[config.mk]
export PLATFORM = sky130hd
export DESIGN_NAME = auto_power_down_unit
export DESIGN_NICKNAME = d
export VERILOG_FILES = /design/src/design/apd_pkg.sv /design/src/design/apd_pin_sync.sv /design/src/design/auto_power_down_unit.sv
export SDC_FILE = /design/constraint.sdc
export NUM_CORES = 1
export LEC_CHECK = 0
export BUFFER_PORTS_ARGS = -buffer_cell sky130_fd_sc_hd__buf_2
export CORE_ASPECT_RATIO = 1.2
export CORE_MARGIN = 4
export CORE_UTILIZATION = 29
export CTS_BUF_LIST = sky130_fd_sc_hd__clkbuf_2 sky130_fd_sc_hd__clkbuf_4 sky130_fd_sc_hd__clkbuf_8
export DETAILED_ROUTE_END_ITERATION = 12
export GPL_TIMING_DRIVEN = 0
export PLACE_DENSITY = 0.55
export SLEW_MARGIN = 20
export SYNTH_ARGS = -nofsm -noshare
export SYNTH_HDL_FRONTEND = slang
export SYNTH_SLANG_ARGS = --single-unit
[constraint.sdc]
create_clock -name clk_sys_in -period 3.45 [get_ports clk_sys_in]
set_clock_uncertainty 0.2 [all_clocks]
set_input_delay 0.345 -clock clk_sys_in [delete_from_list [all_inputs] [get_ports clk_sys_in]]
set_output_delay 0.345 -clock clk_sys_in [all_outputs]
set_load 0.03 [all_outputs]
[src/design/apd_pkg.sv]
// Constants, register layout and state types of the automatic power-down unit
package apd_pkg;

  // Register offsets on the plain register port
  localparam logic [3:0] OFS_APD_CTRL = 4'h0;
  localparam logic [3:0] OFS_POWER_MGMT_MODE_REGS_FIRST = 4'h1;
  localparam logic [3:0] OFS_POWER_MGMT_MODE_REGS_SECOND = 4'h2;
  localparam logic [3:0] OFS_STATUS = 4'h3;
  localparam logic [3:0] OFS_PORT_DIR = 4'h4;
  localparam logic [3:0] OFS_PORT_OE = 4'h5;

  // Power-down control register fields
  localparam int APD_EN_BIT = 0;
  localparam int STROBE_POL_BIT = 1;
  localparam int PD_MODE_BIT = 2;

  // First power-management mode register fields
  localparam int FAST_OFF_BIT = 3;
  localparam int AUX_ARRAY_BLK_BIT = 4;
  localparam int AUX_MCELL_BLK_BIT = 5;

  // Second power-management mode register fields (signal blocking)
  localparam int ADDR_BLK_BIT = 0;
  localparam int CNTL0_BLK_BIT = 2;
  localparam int CNTL1_BLK_BIT = 3;
  localparam int CNTL2_BLK_BIT = 4;
  localparam int STROBE_BLK_BIT = 5;
  localparam int HW_BLK_BIT = 6;

  // Status register fields
  localparam int STAT_CNT_LSB = 0;
  localparam int STAT_PD_BIT = 4;

  // Values after reset
  localparam logic [7:0] APD_CTRL_RST = 8'h04;
  localparam logic [7:0] POWER_MGMT_MODE_REGS_FIRST_RST = 8'h00;
  localparam logic [7:0] POWER_MGMT_MODE_REGS_SECOND_RST = 8'h00;
  localparam logic [7:0] PORT_DIR_RST = 8'h00;

  // Idle periods of the auxiliary clock before power-down
  localparam logic [3:0] IDLE_LIMIT = 4'hf;

  // Layout of the synchronised pin vector
  localparam int SYNC_W = 24;
  localparam int SY_AD_LSB = 0;
  localparam int SY_STROBE = 16;
  localparam int SY_AUX = 17;
  localparam int SY_SEL = 18;
  localparam int SY_RST = 19;
  localparam int SY_CNTL_LSB = 20;
  localparam int SY_HW = 23;

  typedef enum {st_run, st_counting, st_power_down} apd_state_t;

  typedef struct packed {
    logic [SYNC_W-1:0] meta;
    logic [SYNC_W-1:0] stable;
  } sync_state_t;

  typedef struct packed {
    apd_state_t fsm;
    logic [3:0] idle_cnt;
    logic strobe_prev;
    logic aux_prev;
    logic [7:0] apd_ctrl;
    logic [7:0] power_mgmt_mode_regs_first;
    logic [7:0] power_mgmt_mode_regs_second;
    logic [7:0] port_dir;
    logic [7:0] port_oe;
    logic [7:0] rdata;
    logic [15:0] mem_ad;
    logic [7:0] pld_addr;
    logic [2:0] pld_cntl;
    logic pld_strobe;
    logic pld_hw;
    logic pld_aux_array;
    logic pld_aux_mcell;
    logic [3:0] mem_sel;
    logic data_oe;
    logic periph_oe;
  } core_state_t;

  localparam core_state_t CORE_RST = '{
    fsm: st_run,
    apd_ctrl: APD_CTRL_RST,
    power_mgmt_mode_regs_first: POWER_MGMT_MODE_REGS_FIRST_RST,
    power_mgmt_mode_regs_second: POWER_MGMT_MODE_REGS_SECOND_RST,
    port_dir: PORT_DIR_RST,
    default: '0
  };

endpackage

[src/design/apd_pin_sync.sv]
// Two-stage synchroniser for every pin input of the power-down unit
`timescale 1ns/1ps
`default_nettype none
module apd_pin_sync (
  input wire logic clk_sys_in,
  input wire logic rst_b_in,
  input wire logic ce_in,
  input wire logic [apd_pkg::SYNC_W-1:0] pins_in,
  output logic [apd_pkg::SYNC_W-1:0] stable_out
);

  apd_pkg::sync_state_t s_r;
  apd_pkg::sync_state_t s_nxt;

  // The first stage feeds only the second; nothing else looks at it
  always_comb begin
    s_nxt = s_r;
    s_nxt.meta = pins_in;
    s_nxt.stable = s_r.meta;
  end

  // State register, frozen while the clock enable is low
  always_ff @(posedge clk_sys_in or negedge rst_b_in) begin
    if (!rst_b_in) begin
      s_r <= '0;
    end else if (ce_in) begin
      s_r <= s_nxt;
    end
  end

  assign stable_out = s_r.stable;

endmodule
`default_nettype wire

[src/design/auto_power_down_unit.sv]
// Automatic power-down unit: idle counter, power-down gating and mode registers
//
// Summary of operation
// - Output-enable status bit reads 1 when driving
// - Idle counter starts when strobe activity stops
// - Fifteen idle aux periods raise power-down flag
// - Strobe pulsing again ends power-down
// - Select low or reset high also wakes
// - Power-down blocks MCU bus from memories, PLDs
// - Power-down deselects all internal memories
// - Aux clock blocking never stops idle counter
// - PLDs and MCU I/O ports keep running in power-down
// - Data and peripheral pins tri-state in power-down
// - Select high disables flash, SRAM, I/O decode
// - Select never blocks signals or PLDs
// - Mode register writes apply at once
// - Blocking bits keep signals from the PLDs
// - Fast mode on by default; bit set disables
// - Enabling the unit enables power-down by default
// - Aux clock feeds macrocells and idle counter
// - Count only when enabled and strobe static
// - Fast-mode control is bit 3, first register
//
// Decided for this implementation: the address map and the strobed register port.
`timescale 1ns/1ps
`default_nettype none
module auto_power_down_unit (
  input wire logic clk_sys_in,
  input wire logic rst_b_in,
  input wire logic ce_in,
  // Register port
  input wire logic [3:0] reg_addr_in,
  input wire logic [7:0] reg_wdata_in,
  input wire logic reg_wr_in,
  input wire logic reg_rd_in,
  output logic [7:0] reg_rdata_out,
  // Device pins, asynchronous to the system clock
  input wire logic [15:0] mcu_ad_in,
  input wire logic address_strobe_in,
  input wire logic aux_clock_in,
  input wire logic select_pin_in,
  input wire logic dev_reset_in,
  input wire logic [2:0] mcu_cntl_in,
  input wire logic high_write_pin_in,
  // Requests from neighbouring logic on the same clock
  input wire logic [3:0] mem_sel_req_in,
  input wire logic data_port_oe_req_in,
  input wire logic periph_oe_req_in,
  input wire logic [7:0] port_oe_term_in,
  // Gated outputs towards memories, PLDs and ports
  output logic power_down_flag_out,
  output logic [15:0] mem_ad_out,
  output logic [3:0] mem_sel_out,
  output logic [7:0] pld_addr_out,
  output logic [2:0] pld_cntl_out,
  output logic pld_strobe_out,
  output logic pld_high_write_out,
  output logic pld_aux_array_out,
  output logic pld_aux_mcell_out,
  output logic pld_fast_mode_out,
  output logic [15:0] addr_out_pins_out,
  output logic data_port_oe_out,
  output logic periph_oe_out,
  output logic [7:0] port_dir_out
);

  apd_pkg::core_state_t s_r;
  apd_pkg::core_state_t s_nxt;
  logic [apd_pkg::SYNC_W-1:0] pins_sync;

  // Signals that a blocking bit or power-down freezes hold their last value,
  // so the PLD sees static inputs and can settle into standby
  function automatic logic [15:0] pass_or_hold(input logic blocked,
                                               input logic [15:0] held,
                                               input logic [15:0] live);
    pass_or_hold = blocked ? held : live;
  endfunction

  // Status byte: idle count in the low nibble, power-down flag above it
  function automatic logic [7:0] status_byte(input logic [3:0] cnt,
                                             input logic pd);
    status_byte = 8'h00;
    status_byte[apd_pkg::STAT_CNT_LSB +: 4] = cnt;
    status_byte[apd_pkg::STAT_PD_BIT] = pd;
  endfunction

  // Every pin input goes through two flip-flops first
  apd_pin_sync u_sync (
    .clk_sys_in(clk_sys_in),
    .rst_b_in(rst_b_in),
    .ce_in(ce_in),
    .pins_in({high_write_pin_in, mcu_cntl_in, dev_reset_in, select_pin_in,
              aux_clock_in, address_strobe_in, mcu_ad_in}),
    .stable_out(pins_sync)
  );

  // Synchronised pin levels
  logic [15:0] ad_s;
  logic strobe_s;
  logic aux_s;
  logic sel_s;
  logic rst_s;
  logic [2:0] cntl_s;
  logic hw_s;

  assign ad_s = pins_sync[apd_pkg::SY_AD_LSB +: 16];
  assign strobe_s = pins_sync[apd_pkg::SY_STROBE];
  assign aux_s = pins_sync[apd_pkg::SY_AUX];
  assign sel_s = pins_sync[apd_pkg::SY_SEL];
  assign rst_s = pins_sync[apd_pkg::SY_RST];
  assign cntl_s = pins_sync[apd_pkg::SY_CNTL_LSB +: 3];
  assign hw_s = pins_sync[apd_pkg::SY_HW];

  // Decoded control bits and activity detection
  logic apd_en;
  logic strobe_pol;
  logic pd_mode_en;
  logic strobe_edge;
  logic aux_rise;
  logic strobe_static;
  logic wake_strobe;
  logic wake_select;
  logic wake_reset;
  logic wake;
  logic pd_now;
  logic mem_enable;

  assign apd_en = s_r.apd_ctrl[apd_pkg::APD_EN_BIT];
  assign strobe_pol = s_r.apd_ctrl[apd_pkg::STROBE_POL_BIT];
  assign pd_mode_en = s_r.apd_ctrl[apd_pkg::PD_MODE_BIT];
  assign strobe_edge = strobe_s ^ s_r.strobe_prev;
  // Aux edges reach the counter with no blocking bit in the path
  assign aux_rise = aux_s & ~s_r.aux_prev;
  assign strobe_static = ~strobe_edge & (strobe_s == strobe_pol);

  // Wake causes kept apart so each can be traced on its own
  assign wake_strobe = strobe_edge;
  assign wake_select = ~sel_s;
  assign wake_reset = rst_s;
  assign wake = wake_strobe | wake_select | wake_reset;
  assign pd_now = (s_r.fsm == apd_pkg::st_power_down);
  // Select high and power-down both drop the memory selects
  assign mem_enable = ~pd_now & ~sel_s;

  // Blocking bits, one per PLD input group. The select pin never enters
  // here, so deselecting the memories leaves every PLD input live.
  logic blk_addr;
  logic blk_cntl0;
  logic blk_cntl1;
  logic blk_cntl2;
  logic blk_strobe;
  logic blk_hw;
  logic blk_aux_array;
  logic blk_aux_mcell;

  assign blk_addr = s_r.power_mgmt_mode_regs_second[apd_pkg::ADDR_BLK_BIT];
  assign blk_cntl0 = s_r.power_mgmt_mode_regs_second[apd_pkg::CNTL0_BLK_BIT];
  assign blk_cntl1 = s_r.power_mgmt_mode_regs_second[apd_pkg::CNTL1_BLK_BIT];
  assign blk_cntl2 = s_r.power_mgmt_mode_regs_second[apd_pkg::CNTL2_BLK_BIT];
  assign blk_strobe = s_r.power_mgmt_mode_regs_second[apd_pkg::STROBE_BLK_BIT];
  assign blk_hw = s_r.power_mgmt_mode_regs_second[apd_pkg::HW_BLK_BIT];
  assign blk_aux_array = s_r.power_mgmt_mode_regs_first[apd_pkg::AUX_ARRAY_BLK_BIT];
  assign blk_aux_mcell = s_r.power_mgmt_mode_regs_first[apd_pkg::AUX_MCELL_BLK_BIT];

  // Next-state logic for the whole block
  always_comb begin
    s_nxt = s_r;
    s_nxt.strobe_prev = strobe_s;
    s_nxt.aux_prev = aux_s;
    s_nxt.rdata = 8'h00;

    // Idle counter and power-down sequencing
    case (s_r.fsm)
      apd_pkg::st_run: begin
        s_nxt.idle_cnt = 4'h0;
        if (apd_en && strobe_static) begin
          s_nxt.fsm = apd_pkg::st_counting;
        end
      end
      apd_pkg::st_counting: begin
        if (!apd_en || strobe_edge) begin
          s_nxt.fsm = apd_pkg::st_run;
          s_nxt.idle_cnt = 4'h0;
        end else if (s_r.idle_cnt == apd_pkg::IDLE_LIMIT) begin
          // A saturated count enters power-down once the mode bit is set,
          // so a late write to the mode bit still takes effect at once
          if (pd_mode_en && strobe_static) begin
            s_nxt.fsm = apd_pkg::st_power_down;
          end
        end else if (aux_rise && strobe_static) begin
          if (s_r.idle_cnt == apd_pkg::IDLE_LIMIT - 4'h1) begin
            s_nxt.idle_cnt = apd_pkg::IDLE_LIMIT;
            if (pd_mode_en) begin
              s_nxt.fsm = apd_pkg::st_power_down;
            end
          end else begin
            s_nxt.idle_cnt = s_r.idle_cnt + 4'h1;
          end
        end
      end
      apd_pkg::st_power_down: begin
        if (!apd_en || wake) begin
          s_nxt.fsm = apd_pkg::st_run;
          s_nxt.idle_cnt = 4'h0;
        end
      end
      default: begin
        s_nxt.fsm = apd_pkg::st_run;
        s_nxt.idle_cnt = 4'h0;
      end
    endcase

    // MCU bus to the memories is frozen during power-down
    s_nxt.mem_ad = pass_or_hold(pd_now, s_r.mem_ad, ad_s);
    s_nxt.mem_sel = mem_sel_req_in & {4{mem_enable}};

    // PLD address: held in power-down or when its blocking bit is set
    s_nxt.pld_addr = 8'(pass_or_hold(pd_now | blk_addr, {8'h00, s_r.pld_addr},
                                     {8'h00, ad_s[7:0]}));
    // Control pins, strobe and high-byte write, each with its own bit
    if (blk_cntl0) begin
      s_nxt.pld_cntl[0] = s_r.pld_cntl[0];
    end else begin
      s_nxt.pld_cntl[0] = cntl_s[0];
    end
    if (blk_cntl1) begin
      s_nxt.pld_cntl[1] = s_r.pld_cntl[1];
    end else begin
      s_nxt.pld_cntl[1] = cntl_s[1];
    end
    if (blk_cntl2) begin
      s_nxt.pld_cntl[2] = s_r.pld_cntl[2];
    end else begin
      s_nxt.pld_cntl[2] = cntl_s[2];
    end
    if (blk_strobe) begin
      s_nxt.pld_strobe = s_r.pld_strobe;
    end else begin
      s_nxt.pld_strobe = strobe_s;
    end
    if (blk_hw) begin
      s_nxt.pld_hw = s_r.pld_hw;
    end else begin
      s_nxt.pld_hw = hw_s;
    end
    // Aux clock to the array and macrocells; the counter path above is separate
    if (blk_aux_array) begin
      s_nxt.pld_aux_array = 1'b0;
    end else begin
      s_nxt.pld_aux_array = aux_s;
    end
    if (blk_aux_mcell) begin
      s_nxt.pld_aux_mcell = 1'b0;
    end else begin
      s_nxt.pld_aux_mcell = aux_s;
    end

    // Pin drivers: data and peripheral ports float in power-down,
    // MCU I/O and PLD outputs keep running untouched
    if (pd_now) begin
      s_nxt.data_oe = 1'b0;
      s_nxt.periph_oe = 1'b0;
    end else begin
      s_nxt.data_oe = data_port_oe_req_in;
      s_nxt.periph_oe = periph_oe_req_in;
    end
    s_nxt.port_oe = s_r.port_dir | port_oe_term_in;

    // Register writes take effect on the next edge
    if (reg_wr_in) begin
      case (reg_addr_in)
        apd_pkg::OFS_APD_CTRL: begin
          s_nxt.apd_ctrl = reg_wdata_in;
        end
        apd_pkg::OFS_POWER_MGMT_MODE_REGS_FIRST: begin
          s_nxt.power_mgmt_mode_regs_first = reg_wdata_in;
        end
        apd_pkg::OFS_POWER_MGMT_MODE_REGS_SECOND: begin
          s_nxt.power_mgmt_mode_regs_second = reg_wdata_in;
        end
        apd_pkg::OFS_PORT_DIR: begin
          s_nxt.port_dir = reg_wdata_in;
        end
        default: begin
        end
      endcase
    end

    // Register reads answer one cycle later; unmapped offsets read zero
    if (reg_rd_in) begin
      case (reg_addr_in)
        apd_pkg::OFS_APD_CTRL: begin
          s_nxt.rdata = s_r.apd_ctrl;
        end
        apd_pkg::OFS_POWER_MGMT_MODE_REGS_FIRST: begin
          s_nxt.rdata = s_r.power_mgmt_mode_regs_first;
        end
        apd_pkg::OFS_POWER_MGMT_MODE_REGS_SECOND: begin
          s_nxt.rdata = s_r.power_mgmt_mode_regs_second;
        end
        apd_pkg::OFS_STATUS: begin
          s_nxt.rdata = status_byte(s_r.idle_cnt, pd_now);
        end
        apd_pkg::OFS_PORT_DIR: begin
          s_nxt.rdata = s_r.port_dir;
        end
        apd_pkg::OFS_PORT_OE: begin
          s_nxt.rdata = s_r.port_oe;
        end
        default: begin
          s_nxt.rdata = 8'h00;
        end
      endcase
    end
  end

  // Single state register; the clock enable freezes everything
  always_ff @(posedge clk_sys_in or negedge rst_b_in) begin
    if (!rst_b_in) begin
      s_r <= apd_pkg::CORE_RST;
    end else if (ce_in) begin
      s_r <= s_nxt;
    end
  end

  // Outputs straight from the state register
  assign reg_rdata_out = s_r.rdata;
  assign power_down_flag_out = pd_now;
  assign mem_ad_out = s_r.mem_ad;
  assign mem_sel_out = s_r.mem_sel;
  assign pld_addr_out = s_r.pld_addr;
  assign pld_cntl_out = s_r.pld_cntl;
  assign pld_strobe_out = s_r.pld_strobe;
  assign pld_high_write_out = s_r.pld_hw;
  assign pld_aux_array_out = s_r.pld_aux_array;
  assign pld_aux_mcell_out = s_r.pld_aux_mcell;
  // Fast mode is on while the bit is clear; power-down does not touch it
  assign pld_fast_mode_out = ~s_r.power_mgmt_mode_regs_first[apd_pkg::FAST_OFF_BIT];
  // Address outputs are undefined in power-down; the frozen bus is shown
  assign addr_out_pins_out = s_r.mem_ad;
  assign data_port_oe_out = s_r.data_oe;
  assign periph_oe_out = s_r.periph_oe;
  assign port_dir_out = s_r.port_dir;

endmodule
`default_nettype wire

==> results.rst <==
.. list-table::
   :header-rows: 1

   * - Metric
     - Value
   * - Area growth from synthesis to layout
     - 29.3%
   * - Wirelength per Cell
     - approximately 16 µm
   * - Status
     - complete, no violations
   * - Final period util
     - 59.6%
   * - Number of sinks on the clock net
     - 141
   * - Setup total negative slack
     - 0 ns
   * - DIE WIDTH
     - about 140 µm
   * - Post-synth EDFFs
     - 0
   * - Number of placed I/O pins
     - ~130
   * - All-layer global routing usage
     - 13.0%
   * - Max-capacitance violation count
     - 0
   * - Root Buffer Master
     - clkbuf_8
   * - Syn Std Cell Area
     - 6430 µm²
   * - Source of the worst register-to-register timing path
     - s_r[92]$_DFFE_PN0P_
   * - Main area contributors after synthesis
     - dfrtp_1, mux2_2, buf_4
   * - Required time of the critical path
     - ~3.6 ns
   * - Die area
     - between 20000 and 25000 µm²
   * - Pleak
     - around 3.9 nW
   * - Height of the die
     - 171 µm
   * - Overflow left after global routing
     - 0
   * - Yosys top cell area share
     - 54.4%
   * - Number of nets still failing antenna checks after routing
     - 0
   * - Wire length reported by the detailed router
     - ~15 mm
   * - Worst ir drop on vdd
     - 0.241 mV
   * - Wire length of the first global-routing pass
     - 25.0 mm
   * - Cell family contributing the most delay on the critical path
     - buffers and inverters
   * - Setup crit start
     - s_r[92]$_DFFE_PN0P_
   * - Number of H-tree levels
     - 4
   * - Maximum fanout encountered on the critical timing path
     - 10
   * - Cells resized by post-CTS repair
     - 0
   * - Buffer and inverter count on the worst path
     - 3
   * - Storage element area
     - about 3500 µm²
   * - Number of distinct library cells after synthesis
     - 50
   * - Core region area
     - 21800 µm²
   * - Transition time of the tightest slew-check pin
     - 0.692 ns
   * - Delay of the slowest critical-path stage
     - between 0.4 and 0.5 ns
   * - Kind of end point of the critical path
     - flop
   * - Later-pin clock latency in the skew report
     - about 0.44 ns
   * - Ys flop type
     - dfrtp_1
   * - DR vias/cell
     - 4.58
   * - Total of flip-flops plus latches after synthesis
     - approximately 140
   * - Number of optimization iterations in the first detailed-route pass
     - 4
   * - Source of the worst hold timing path
     - ce_in
   * - Worst-path clk slew
     - 0.08 ns
   * - Number of nets in the layout
     - between 700 and 800
   * - Multi-input combinational cell area
     - 2270 µm²
   * - Count of yosys warnings during synthesis
     - 0
   * - Final std cell area, no fill
     - 8320 µm²
   * - Final period demand of the worst path
     - about 2.1 ns
   * - Fillers
     - about 2100
   * - Peak clock frequency supported by timing
     - 0.486 GHz
   * - Critical Setup Path Class
     - flop to flop
   * - Number of antenna violations at the first check in global routing
     - 0
   * - Ant diodes
     - 0
   * - Fraction of layout instances using a drive strength above 1
     - between 40% and 50%
   * - Row Count
     - ~60
   * - Initial detailed-routing violation count
     - around 220
   * - DR vias
     - 4500
   * - Area post-placement
     - ~7400 µm²
   * - Slew Viols, Final
     - 0
   * - Longest Clk Path Bufs
     - 2
   * - DR DRC count
     - 0
   * - Crit path max-delay cell type
     - dfrtp_1
   * - Power per unit of standard cell area
     - 556 nW/µm²
   * - Starting density of the core
     - ~30%
   * - Post-Synthesis Mean Instance Area
     - 12.7 µm²
   * - Placed wire-length estimate after detailed placement
     - approximately 11 mm
   * - Placer congestion estimate
     - ~0.80
   * - Part of the Yosys area used for sequential elements
     - ~55%
   * - Hold Fails Final Rpt
     - 0
   * - Most frequently used cell type in the post-synthesis netlist
     - dfrtp_1
   * - Leading post-synthesis cells by instance count
     - dfrtp_1, mux2_2, buf_4
   * - Type of origin of the critical path
     - flop
   * - Final number of setup-violating endpoints
     - 0
   * - Top cell by count, worst path
     - buf_2
   * - Cell accounting for the most synthesized area
     - dfrtp_1
   * - Largest net degree at the start of global routing
     - 72
   * - Clock tree from TritonCTS
     - done
   * - Number of nets in the synthesized netlist
     - between 500 and 600
   * - Critical path arrival
     - around 2.2 ns
   * - Cell count after synthesis
     - about 510
   * - Number of clock buffers inserted by TritonCTS
     - 17
   * - Vias in the first global route
     - 4753
   * - Unrepaired setup endpoints after global routing
     - no
   * - Path type of the worst min-delay path
     - primary input to flop
   * - Port bufs
     - about 120
   * - Relative max-transition margin
     - between 50% and 60%
   * - Sequence of cells on the critical path
     - nor2b_1 > buf_2 > nand2b_1 > buf_2 > buf_4 > mux2_2
   * - Synth async-reset ratio
     - 100%
-- final timing paths --
kind,end,slack (ns),cells after the start
worst max register to register,addr_out_pins_out[4]$_DFFE_PN0P_,1.39,6
worst max-delay path,addr_out_pins_out[4]$_DFFE_PN0P_,1.39,6
max in group asynchronous,blk_cntl1$_DFFE_PN0P_,2.07,3
min in group asynchronous,port_dir_out[2]$_DFFE_PN0P_,0.24,2
worst min register to register,data_port_oe_out$_DFFE_PN0P_,0.29,1
worst min-delay path,pld_high_write_out$_DFFE_PN0P_,0.19,4
-- cell families after synthesis --
group           count (synthesis)  share of synthesized area [%]
compound gates                 67                           7.33
xor+xnor                        2                          0.389
fa+ha+maj                       2                          0.389
buf+inv                        99                           9.80
flops                         141                           54.9
mux                           121                           21.2
simple gates                   73                           6.03
-- per-layer routing --
metal	track usage, %	vias to the layer above	wire length, µm
li1	-	2119	-
met2	21.6	121	7600
met1	16.6	2236	6820
met3	2.95	24	691
met4	4.91	0	320
met5	0	-	0
-- repair_timing --
action	CTS	global route
buffers inserted	0	0
hold endpoints to repair	137	0
hold buffers	47	0
-- area by class of cell --
class | count | area share, %
buffer | 86 | 6.99
inverter | 13 | 0.586
clock buffer | 19 | 3.14
tap | 274 | 4.12
timing repair buffer | 172 | 13.6
clock inverter | 13 | 1.83
multi-input combinational | 265 | 27.3
sequential | 141 | 42.4
-- metrics by stage --
step	total power [mW]	utilization [%]	hold WS, ns	setup slack [ns]	std cells
2_1_floorplan	2.91	-	-0.151	1.57	505
3_3_place_gp	3.23	34.0	0.270	-0.145	903
3_5_place_dp	3.27	34.1	0.156	1.30	904
4_1_cts	4.71	38.2	0.170	1.35	983
5_1_grt	4.89	38.2	0.208	1.26	983
6_report	4.63	38.2	0.194	1.39	983
-- report_power, final --
group	total [mW]	switching (mW)	internal (mW)
Combinational	1.19	0.620	0.567
Sequential	2.07	0.173	1.90
Clock	1.37	0.673	0.698
Total	4.63	1.47	3.16
-- cell usage in the layout, fill, tap and decap left out, drive strengths merged, types with 2 or more instances in the layout --
| cell | netlist | routed |
|---|---|---|
| nor4 | 2 | 2 |
| nor2 | 21 | 21 |
| and3 | 2 | 2 |
| mux2i | 7 | 7 |
| clkbuf | 4 | 23 |
| nand2 | 11 | 11 |
| o211ai | 3 | 3 |
| o2bb2ai | 12 | 12 |
| mux2 | 113 | 113 |
| dlygate4sd3 | 0 | 47 |
| dfrtp | 140 | 140 |
| a32oi | 3 | 3 |
| nor2b | 3 | 3 |
| or3 | 3 | 3 |
| bufinv | 0 | 2 |
| nand4 | 2 | 2 |
| nand3b | 8 | 8 |
| xor2 | 2 | 2 |
| nand3 | 14 | 14 |
| ha | 2 | 2 |
| inv | 12 | 18 |
| clkinvlp | 0 | 2 |
| a22oi | 5 | 5 |
| o21ai | 16 | 16 |
| buf | 82 | 207 |
| a21oi | 12 | 12 |
| o31ai | 2 | 2 |
| a22o | 5 | 5 |
| clkinv | 1 | 4 |
-- worst min-delay path, cell delays in order --
cell	delay, ns
buf_2	0.12
clkinv_1	0.17
o21ai_0	0.10
nand2_1	0.06
-- state kept, by name (all words and copies together) (netlist names), 3 cells and up --
signal             cells
s_r                   30
u_sync.s_nxt          24
u_sync.stable_out     24
addr_out_pins_out     16
pld_addr_out           8
port_dir_out           8
reg_rdata_out          8
mem_sel_out            4
pld_cntl_out           3
No activity file was read; power rests on OpenSTA's default activity.
